$ cat config.mk
export PLATFORM = sky130hd
export DESIGN_NAME = can_busoff_soft_reset_control
export DESIGN_NICKNAME = d
export VERILOG_FILES = /design/src/hw/busoff_ctrl_pkg.sv /design/src/hw/apb_reg_slave.sv /design/src/hw/soft_reset_seq.sv /design/src/hw/can_busoff_soft_reset_control.sv
export VERILOG_INCLUDE_DIRS = /design/src /design/src/hw
export SDC_FILE = /design/constraint.sdc
export NUM_CORES = 1
export LEC_CHECK = 0
export ABC_CLOCK_PERIOD_IN_PS = 2700
export BUFFER_PORTS_ARGS = -buffer_cell sky130_fd_sc_hd__buf_2
export CELL_PAD_IN_SITES_DETAIL_PLACEMENT = 0
export CELL_PAD_IN_SITES_GLOBAL_PLACEMENT = 1
export CORE_MARGIN = 5
export CORE_UTILIZATION = 29
export CTS_BUF_LIST = sky130_fd_sc_hd__clkbuf_16
export CTS_CLUSTER_DIAMETER = 30
export DETAILED_ROUTE_END_ITERATION = 10
export GPL_TIMING_DRIVEN = 0
export PLACE_DENSITY_LB_ADDON = 0.1
export SETUP_SLACK_MARGIN = 0.1
export SLEW_MARGIN = 10
export SYNTH_ARGS = -nofsm -noshare
export SYNTH_HDL_FRONTEND = slang
export SYNTH_SLANG_ARGS = --single-unit
$ cat constraint.sdc
create_clock -name clk -period 2.7 [get_ports clk]
set_clock_uncertainty 0.05 [all_clocks]
set_input_delay 0.81 -clock clk [delete_from_list [all_inputs] [get_ports clk]]
set_output_delay 0.81 -clock clk [all_outputs]
set_load 0.02 [all_outputs]
$ cat src/hw/busoff_ctrl_defines.svh
// register offsets, field positions, fault confinement encodings and timing counts for the bus-off control slice
`ifndef BUSOFF_CTRL_DEFINES_SVH
`define BUSOFF_CTRL_DEFINES_SVH

// register byte offsets
`define OFS_MODULE_CONFIG 12'h000
`define OFS_CONTROL 12'h004
`define OFS_ERROR_STATUS 12'h008
`define OFS_IRQ_STATUS 12'h00c
`define OFS_IRQ_MASK 12'h010

// module_config_reg fields
`define MODCFG_SOFT_RST_BIT 0
`define MODCFG_ERRATUM_BIT 1
// control register fields
`define CTRL_BUSOFF_MSK_BIT 15
// error_status_reg fields
`define ERRSTAT_FLT_LO 4
`define ERRSTAT_BUSOFF_FLAG_BIT 2
// irq status/mask fields
`define IRQ_BUSOFF_BIT 0
`define IRQ_RESET_DONE_BIT 1

// fault confinement encodings
`define FLT_ERROR_ACTIVE 2'h0
`define FLT_ERROR_PASSIVE 2'h1
`define FLT_BUS_OFF 2'h3

// timing counts
`define SOFT_RESET_CYCLES 4'h8
`define GLITCH_DELAY_CYCLES 4'h2
`define GLITCH_HOLD_CYCLES 4'h3

`endif

$ cat src/hw/busoff_ctrl_pkg.sv
// types shared by the bus-off control slice
package busoff_ctrl_pkg;
   typedef logic [1:0] fault_conf_t;

   typedef enum logic [1:0] {
      SR_IDLE = 2'b00,
      SR_RUN = 2'b01,
      SR_GLITCH_WAIT = 2'b10,
      SR_GLITCH = 2'b11
   } soft_reset_state_t;
endpackage

$ cat src/hw/apb_reg_slave.sv
// apb slave front end: one-wait-free decode into read and write strobes
`timescale 1ns/1ps
`include "busoff_ctrl_defines.svh"
module apb_reg_slave #(
   parameter int AddrWidth = 12
) (
   // clock and reset
   input wire logic clk,
   input wire logic rst,
   // apb
   input wire logic psel,
   input wire logic penable,
   input wire logic pwrite,
   input wire logic [AddrWidth-1:0] paddr,
   output logic pready,
   output logic pslverr,
   // decoded access
   output logic wrStrobe,
   output logic rdStrobe,
   output logic [2:0] regIndex,
   output logic regHit
);
   // elaboration check: the word index decode needs address bits 4:2
   if (AddrWidth < 5) begin
      $error("apb_reg_slave: AddrWidth too small");
   end

   wire access = psel && penable;
   wire aligned = (paddr[1:0] == 2'b00);
   wire inRange = (paddr[AddrWidth-1:2] <= (`OFS_IRQ_MASK >> 2));

   // zero-wait answer; unmapped or unaligned words signal an error
   assign pready = 1'b1;
   assign regHit = aligned && inRange;
   assign pslverr = access && !regHit;
   assign regIndex = paddr[4:2];
   assign wrStrobe = access && pwrite && regHit;
   assign rdStrobe = access && !pwrite && regHit;

   // rst kept on the port so the front end can later gain state
   wire unusedRst = rst;
endmodule

$ cat src/hw/soft_reset_seq.sv
// soft-reset sequencer driving the fault confinement state through reset
`timescale 1ns/1ps
`include "busoff_ctrl_defines.svh"
module soft_reset_seq (
   // clock and reset
   input wire logic clk,
   input wire logic rst,
   // control
   input wire logic start,
   input wire logic erratumMode,
   // status
   output logic busy,
   output logic done,
   output logic glitch
);
   busoff_ctrl_pkg::soft_reset_state_t state_q, state_d;
   logic [3:0] cnt_q, cnt_d;

   // next state: reset runs a fixed time, then optionally the bus-off echo
   always_comb begin
      state_d = state_q;
      cnt_d = cnt_q;
      done = 1'b0;
      unique case (state_q)
         busoff_ctrl_pkg::SR_IDLE: begin
            if (start) begin
               state_d = busoff_ctrl_pkg::SR_RUN;
               cnt_d = `SOFT_RESET_CYCLES;
            end
         end
         busoff_ctrl_pkg::SR_RUN: begin
            cnt_d = cnt_q - 4'h1;
            if (cnt_q == 4'h1) begin
               done = 1'b1;
               if (erratumMode) begin
                  state_d = busoff_ctrl_pkg::SR_GLITCH_WAIT;
                  cnt_d = `GLITCH_DELAY_CYCLES;
               end else begin
                  state_d = busoff_ctrl_pkg::SR_IDLE;
               end
            end
         end
         busoff_ctrl_pkg::SR_GLITCH_WAIT: begin
            cnt_d = cnt_q - 4'h1;
            if (cnt_q == 4'h1) begin
               state_d = busoff_ctrl_pkg::SR_GLITCH;
               cnt_d = `GLITCH_HOLD_CYCLES;
            end
         end
         busoff_ctrl_pkg::SR_GLITCH: begin
            cnt_d = cnt_q - 4'h1;
            if (cnt_q == 4'h1) state_d = busoff_ctrl_pkg::SR_IDLE;
         end
      endcase
      // a request during the echo restarts the reset instead of being lost
      if (start && state_q != busoff_ctrl_pkg::SR_RUN) begin
         state_d = busoff_ctrl_pkg::SR_RUN;
         cnt_d = `SOFT_RESET_CYCLES;
      end
   end

   assign busy = (state_q == busoff_ctrl_pkg::SR_RUN);
   assign glitch = (state_q == busoff_ctrl_pkg::SR_GLITCH);

   always_ff @(posedge clk) begin
      if (rst) begin
         state_q <= busoff_ctrl_pkg::SR_IDLE;
         cnt_q <= 4'h0;
      end else begin
         state_q <= state_d;
         cnt_q <= cnt_d;
      end
   end
endmodule

$ cat src/hw/can_busoff_soft_reset_control.sv
// bus-off interrupt and soft-reset control slice of a can controller
//
// Our own choices: the APB interface to the registers and the placing of the registers.
`timescale 1ns/1ps
`include "busoff_ctrl_defines.svh"
module can_busoff_soft_reset_control (
   // clock and reset
   input wire logic clk,
   input wire logic rst,
   // apb slave
   input wire logic psel,
   input wire logic penable,
   input wire logic pwrite,
   input wire logic [11:0] paddr,
   input wire logic [31:0] pwdata,
   output logic [31:0] prdata,
   output logic pready,
   output logic pslverr,
   // from the protocol engine and the chip
   input wire logic busOffEnter,
   input wire logic errorPassive,
   input wire logic globalSoftReset,
   // to the processor
   output logic busOffIrq,
   output logic irq
);
   logic wrStrobe, rdStrobe, regHit;
   logic [2:0] regIndex;
   logic seqBusy, seqDone, seqGlitch;
   logic glitchLast_q;

   logic softRst_q, softRst_d;
   logic erratumMode_q;
   logic busOffMask_q;
   logic busOffFlag_q, busOffFlag_d;
   busoff_ctrl_pkg::fault_conf_t faultConf_q, faultConf_d;
   logic [1:0] irqStatus_q, irqStatus_d;
   logic [1:0] irqMask_q;
   logic [31:0] rdata_q;

   apb_reg_slave #(.AddrWidth(12)) u_apb (
      .clk(clk),
      .rst(rst),
      .psel(psel),
      .penable(penable),
      .pwrite(pwrite),
      .paddr(paddr),
      .pready(pready),
      .pslverr(pslverr),
      .wrStrobe(wrStrobe),
      .rdStrobe(rdStrobe),
      .regIndex(regIndex),
      .regHit(regHit)
   );

   // register selects
   wire selModCfg = (regIndex == 3'(`OFS_MODULE_CONFIG >> 2));
   wire selCtrl = (regIndex == 3'(`OFS_CONTROL >> 2));
   wire selErrStat = (regIndex == 3'(`OFS_ERROR_STATUS >> 2));
   wire selIrqSt = (regIndex == 3'(`OFS_IRQ_STATUS >> 2));
   wire selIrqMsk = (regIndex == 3'(`OFS_IRQ_MASK >> 2));

   wire wrModCfg = wrStrobe && selModCfg;
   wire wrCtrl = wrStrobe && selCtrl;
   wire wrErrStat = wrStrobe && selErrStat;
   wire wrIrqMsk = wrStrobe && selIrqMsk;
   wire rdIrqSt = rdStrobe && selIrqSt;

   // a soft reset starts from the register bit or the chip-wide request
   wire softReq = (wrModCfg && pwdata[`MODCFG_SOFT_RST_BIT]) || globalSoftReset;
   wire seqStart = softReq && !softRst_q;
   wire flagClearWr = wrErrStat && pwdata[`ERRSTAT_BUSOFF_FLAG_BIT];

   soft_reset_seq u_seq (
      .clk(clk),
      .rst(rst),
      .start(seqStart),
      .erratumMode(erratumMode_q),
      .busy(seqBusy),
      .done(seqDone),
      .glitch(seqGlitch)
   );

   // soft-reset bit holds until the sequencer reports completion
   always_comb begin
      softRst_d = softRst_q;
      if (seqStart) softRst_d = 1'b1;
      if (seqDone) softRst_d = 1'b0;
   end

   // fault confinement: soft reset forces error-active, the echo forces bus-off
   always_comb begin
      faultConf_d = faultConf_q;
      if (seqBusy || seqDone) begin
         faultConf_d = `FLT_ERROR_ACTIVE;
      end else if (seqGlitch) begin
         faultConf_d = `FLT_BUS_OFF;
      end else if (busOffEnter) begin
         faultConf_d = `FLT_BUS_OFF;
      end else if (faultConf_q == `FLT_BUS_OFF && glitchLast_q) begin
         // only the echo settles by itself; a real bus-off waits for a soft reset
         faultConf_d = `FLT_ERROR_ACTIVE;
      end else if (faultConf_q != `FLT_BUS_OFF) begin
         faultConf_d = errorPassive ? `FLT_ERROR_PASSIVE : `FLT_ERROR_ACTIVE;
      end
   end

   // bus-off entry edge; set beats a simultaneous write-one clear
   wire enterBusOff = (faultConf_d == `FLT_BUS_OFF) && (faultConf_q != `FLT_BUS_OFF);
   wire flagSet = (busOffEnter && !seqBusy) || (seqGlitch && erratumMode_q);
   always_comb begin
      busOffFlag_d = busOffFlag_q;
      if (flagClearWr) busOffFlag_d = 1'b0;
      if (flagSet) busOffFlag_d = 1'b1;
   end

   // interrupt status: sticky events, cleared by reading the register
   // only the bits the read returned are cleared, so an event in the setup cycle survives
   wire [1:0] irqEvents = {seqDone, enterBusOff};
   always_comb begin
      irqStatus_d = irqStatus_q;
      if (rdIrqSt) irqStatus_d = irqStatus_q & ~rdata_q[1:0];
      irqStatus_d = irqStatus_d | irqEvents;
   end

   // control registers
   always_ff @(posedge clk) begin
      if (rst) begin
         busOffMask_q <= 1'b0;
         erratumMode_q <= 1'b0;
         irqMask_q <= 2'b00;
      end else begin
         if (wrCtrl) busOffMask_q <= pwdata[`CTRL_BUSOFF_MSK_BIT];
         if (wrModCfg) erratumMode_q <= pwdata[`MODCFG_ERRATUM_BIT];
         if (wrIrqMsk) irqMask_q <= pwdata[1:0];
      end
   end

   // status state
   always_ff @(posedge clk) begin
      if (rst) begin
         softRst_q <= 1'b0;
         glitchLast_q <= 1'b0;
         busOffFlag_q <= 1'b0;
         faultConf_q <= `FLT_ERROR_ACTIVE;
         irqStatus_q <= 2'b00;
      end else begin
         softRst_q <= softRst_d;
         glitchLast_q <= seqGlitch;
         busOffFlag_q <= busOffFlag_d;
         faultConf_q <= faultConf_d;
         irqStatus_q <= irqStatus_d;
      end
   end

   // read mux, registered so that prdata comes from a flip-flop
   logic [31:0] rdMux;
   always_comb begin
      rdMux = 32'h0000_0000;
      if (selModCfg) begin
         rdMux[`MODCFG_SOFT_RST_BIT] = softRst_q;
         rdMux[`MODCFG_ERRATUM_BIT] = erratumMode_q;
      end
      if (selCtrl) rdMux[`CTRL_BUSOFF_MSK_BIT] = busOffMask_q;
      if (selErrStat) begin
         rdMux[`ERRSTAT_BUSOFF_FLAG_BIT] = busOffFlag_q;
         rdMux[`ERRSTAT_FLT_LO +: 2] = faultConf_q;
      end
      if (selIrqSt) rdMux[1:0] = irqStatus_q;
      if (selIrqMsk) rdMux[1:0] = irqMask_q;
   end

   // read data captured in the setup cycle of a mapped transfer so it is valid in access
   always_ff @(posedge clk) begin
      if (rst) rdata_q <= 32'h0000_0000;
      else if (psel && !penable && regHit) rdata_q <= rdMux;
   end
   assign prdata = rdata_q;

   // busoff_irq_mask gates the flag onto the request line
   assign busOffIrq = busOffFlag_q && busOffMask_q;
   assign irq = |(irqStatus_q & irqMask_q);
endmodule

==> impl_metrics.ini, run 1 <==
[clocking]
clk_pin_slew_ns = 0.06
cts_buffers = 3
htree_levels = 1
hold_buffers = 0
clockBufferDepth = 2
root_buffer = clkbuf_16
insertion_delay_ns = 0.26
clkSinkCount = 23
cts_tree = done

[synth]
syn_avg_cell_area_sq_um = 7.984
synth_warnings = 0
ys_seq_elements = 23
yosysSeqAreaShare = 0.3186
synth_area_sq_um = 1445
synth-edff-count = 0
syn_inst = 181
async_reset_ff_frac = 0
synth.distinct_cells = 44
synth_ff_type = dfxtp_1

[worst_setup_path]
reg2reg_depth = 7
path_max_fanout = 2
cp-end-kind = output pin
crit_required_ns = 1.84
startpoint_type = input port
reg2reg_to = u_seq.cnt_q[2]
reg2reg_from = u_seq.cnt_q[1]
arrival_ns = 1.70
path_class = in -> out
crit_start = paddr[6]
regToRegSetupSlack_ns = 0.71

[pwr]
power.density_nw_per_um2 = 460.9
leakagePower_uw = 0.0008285
ir_drop_mv = 0.1968

[die]
fp.dieW_um = 80.59
initial_utilization = 0.3020
io-pin-count = 88
die_area_sq_um = 6495
coreArea_sq_um = 4786
die_h_um = 80.59
placementRows = 25

[timing]
finalSetupViolCount = 0
whs_ns = 0.3983
period_share = 0.9492
finalHoldViolations = 0
grt_setup_unrepaired = false
max_freq_mhz = 390.2
tightest_slew_ns = 0.8183
finalSetupTns_ns = 0
period_minus_slack_ns = 2.563
finalMaxSlewViolations = 0
slew_headroom = 0.4533

[layout]
final_cells = 309
area_delta_synth_final_pct = 31.43
final_nets = 297
final_cell_mix = buf_4 (28), buf_2 (28), conb_1 (27)
diodes = 0
drive_gt1_frac = 0.3017

[place]
place_hpwl_mm = 2.871
io_buffers = 31
dp.cells = 304
place.gp.congestion = 0.7134

[outcome]
status = finished, final reports clean

[drt]
routedWlPerCell_um = 11.85
dr_total_vias = 1325
dr.pass1.iters = 6
vias_per_cell = 4.288
drc = 0
drt_iter0_drc = 49
drt-total-wl_mm = 3.662
final_antenna_net_count = 0

[min_path]
hold_depth = 2
whs_endpoint = prdata[2]
min-delay-start = prdata[2]
hp-class = reg -> reg

[global_route]
grt_util_all_layers = 0.1155
grt_pass1_vias = 1293
grt_max_degree = 14
overflow = 0
grt_antenna_before_repair = 0
grt_pass1_wl_mm = 5.871

[run]
max-cap-violations = 0
[cells in the mapped netlist, types with 2 or more instances]
cell	number	area, sq um
a211oi_1	2	15.01
nor2b_1	2	12.51
inv_1	8	30.03
a221oi_1	2	17.52
nor2_1	17	63.81
nor3_1	9	45.04
ha_1	2	25.02
o21ai_0	3	15.01
nor3b_1	4	30.03
clkbuf_1	4	15.01
nand3_1	9	45.04
a21oi_1	14	70.07
nor4_1	2	12.51
mux2_2	2	22.52
mux2i_1	4	40.04
a31oi_1	2	12.51
conb_1	2	7.510
o31ai_1	3	22.52
dfxtp_1	23	460.4
nand2_1	16	60.06
and2_1	2	12.51
buf_4	27	202.7
[kinds of logic after synthesis]
family                     Yosys count  share of synthesized area
AOI/OAI and AO/OA                   36                     0.1645
xor gates and xnor gates             1                   0.006062
adders and majority gates            2                    0.01731
buffers and inverters               40                     0.1792
DFF                                 23                     0.3186
muxes                                6                    0.04329
other                                2                   0.005197
and+or+nand+nor                     71                     0.2658
[where the power goes]
group          switching [uW]  leakage [uW]  internal [uW]
clock                     122     0.0000409            199
sequential               13.1      0.000188            355
combinational             107      0.000600           79.3
[repair_timing]
| action | in CTS | in global routing |
|---|---|---|
| endpoints found under the setup margin | 1 | 1 |
| gates resized for setup | 2 | 6 |
| pin swaps | 1 | 2 |
| buffers inserted | 1 | 0 |
[area by class of cell]
class,count,area [sq um]
plain buffers,32,229.0
clock buffers,3,75.07
clock inverters,1,5.005
fillers,528,2887
inverters,8,30.03
multi-input cells,143,834.6
flip-flops and latches,23,460.4
well taps,67,83.83
repair buffers,32,181.4
[per-layer routing]
layer	part of all wire	global-route usage	vias to the layer above
met5	0	0	-
met4	0.0098	0.03547	0
met3	0.069	0.03139	5
met2	0.41	0.1730	37
met1	0.51	0.1598	573
li1	-	-	710
[worst max-delay path: stages]
cell	delay, ns
buf_6	0.10
nor4_4	0.34
and4_4	0.29
nor2_4	0.04
buf_6	0.12
[metrics by stage]
step                power, uW  instance area, sq um  setup slack [ns]  utilization
global route            928.7                  1899            0.1030       0.3969
floorplan               511.7                  1539            0.2996            -
CTS                     883.4                  1873            0.1021       0.3914
global placement        557.5                  1778          0.009274       0.3715
finish                  875.5                  1899            0.1372       0.3969
detailed placement      556.4                  1778          0.006572       0.3715
[worst max path at each step]
stage	end	slack (ns)
6_report	pslverr	0.14
5_1_grt	pslverr	0.10
4_1_cts	pslverr	0.10
3_5_place_dp	pslverr	0.007
3_3_place_gp	pslverr	0.009
2_1_floorplan	pslverr	0.30
[sequential cells by signal, indices dropped and copies added (netlist names), named ones only]
| signal | flops |
|---|---|
| u_seq.cnt_q | 4 |
| busOffFlag_q | 1 |
| erratumMode_q | 1 |
| faultConf_q | 2 |
| softRst_q | 1 |
| u_seq.state_q | 1 |
| busOffMask_q | 1 |
| glitchLast_q | 1 |
| irqMask_q | 2 |
| irqStatus_q | 2 |
| prdata | 6 |
Note: power is estimated with default switching activity, not from simulation.
==> run 2: changes to the inputs <==
ABC_CLOCK_PERIOD_IN_PS = not set   (was 2700)
CORE_MARGIN = 10   (was 5)
==> run 2 against run 1 <==
Net effect:
- combinational power about the same
- count of clock-buffer cells in the layout unchanged
- setup slack better by 0.050 ns
- die area up 26%
- first-iteration DRC count down 6.1%
- critical endpoint unchanged
- largest power group unchanged
==> impl_metrics.ini, run 2 (synthesis gave the netlist of run 1 again) <==
[place]
io_buffers = 31
place_hpwl_mm = 3.161
pre_cts_slack_ns = -0.009671
dp.cells = 304
place.gp.congestion = 0.8008

[global_route]
busiest_layer = met2
met2_usage = 0.1412
use_met1 = 0.1317
use_met3 = 0.02494
overflow = 0
grt_pass1_wl_mm = 6.686
grt_antenna_before_repair = 0
grt_pass1_vias = 1294
grt_util_all_layers = 0.09522
grt_max_degree = 14

[timing]
finalSetupViolCount = 0
period_minus_slack_ns = 2.513
finalSetupTns_ns = 0
grt_setup_unrepaired = false
finalWorstSetupSlack_ns = 0.1869
tightest_slew_ns = 0.8084
max_freq_mhz = 397.9
finalMaxSlewViolations = 0
finalHoldViolations = 0
period_share = 0.9308
slew_headroom = 0.4599

[run]
max-cap-violations = 0

[worst_setup_path]
cp-end-kind = output pin
crit_required_ns = 1.84
reg2reg_depth = 6
arrival_ns = 1.65
path_max_fanout = 2
path_class = in -> out
startpoint_type = input port

[layout]
final_cell_mix = buf_2 (31), buf_4 (29), conb_1 (27)
fillers = 531
final_cells = 310
diodes = 0
drive_gt1_frac = 0.3045
final_nets = 298
area_delta_synth_final_pct = 30.39
mostFrequentLayoutCell = buf_2
largest_reg_flops = 6

[die]
die_h_um = 90.59
fp.dieW_um = 90.59
initial_utilization = 0.3020
io-pin-count = 88
coreArea_sq_um = 4786
die_area_sq_um = 8207
placementRows = 25

[pwr]
leakagePower_uw = 0.0008287
power.density_nw_per_um2 = 463.9
ir_drop_mv = 0.2171

[clocking]
insertion_delay_ns = 0.25
cts_tree = done
hold_buffers = 0
clockBufferDepth = 2
clk_pin_slew_ns = 0.06
htree_levels = 1
root_buffer = clkbuf_16
clkSinkCount = 23
cts_buffers = 3

[drt]
drc = 0
final_antenna_net_count = 0
vias_per_cell = 4.290
drt_iter0_drc = 46
routedWlPerCell_um = 12.66
dr_total_vias = 1330
dr.pass1.iters = 4
drt-total-wl_mm = 3.926

[min_path]
hp-class = reg -> reg
hold_depth = 2

[outcome]
status = finished, final reports clean
## run 2: cell types whose count changed in the layout (fill, tap and decap cells not counted), sizes merged
cell	previous run	this run
buf	60	61
## run 2: path summary, 6_finish.rpt
check / from / slack [ns] / end
worst max-delay path: paddr[0] / 0.19 / pslverr
worst min-delay path: prdata[5] / 0.40 / prdata[5]
worst min register to register: prdata[5] / 0.40 / prdata[5]
worst max register to register: u_seq.state_q[0] / 0.67 / u_seq.cnt_q[0]
## run 2: timing repair
action | CTS | global route
pin swaps | 1 | 1
gates resized for setup | 2 | 1
setup buffers | 1 | 1
setup endpoints to repair | 1 | 1
## run 2: power by group
| part | total [uW] | leakage, uW | internal, uW | switching [uW] |
|---|---|---|---|---|
| combinational | 186 | 0.000600 | 77.2 | 109 |
| sequential | 368 | 0.000188 | 355 | 13.1 |
| clock | 320 | 0.0000409 | 199 | 121 |
| total | 874 | 0.000829 | 631 | 243 |
## run 2: layout make-up
cell class	count	area, sq um	share of cell area
sequential	23	460.4	0.2444
timing repair buffer	33	170.2	0.09031
inverter	8	30.03	0.01594
buffer	32	229.0	0.1215
clock buffer	3	75.07	0.03984
clock inverter	1	5.005	0.002656
tap	67	83.83	0.04449
multi-input combinational	143	830.8	0.4409
## run 2: per-layer routing
layer  vias to the layer above  share of wire
li1                        710              -
met2                        42           0.43
met1                       574           0.51
met5                         -              0
met4                         0         0.0066
met3                         4          0.057
## run 2: stage by stage
stage	cell area (sq um)	hold slack [ns]	util	total power [uW]
global placement	1778	0.3898	0.3715	557.5
global route	1884	0.4253	0.3937	923.7
detailed placement	1778	0.3948	0.3715	556.2
CTS	1873	0.4037	0.3914	881.1
finish	1884	0.4003	0.3937	874.1
floorplan	1539	0.3979	-	511.7
## run 2: worst max-delay path: stages
cell	delay, ns
buf_2	0.10
nor3_2	0.28
and4_4	0.27
nor2_1	0.04
buf_2	0.15
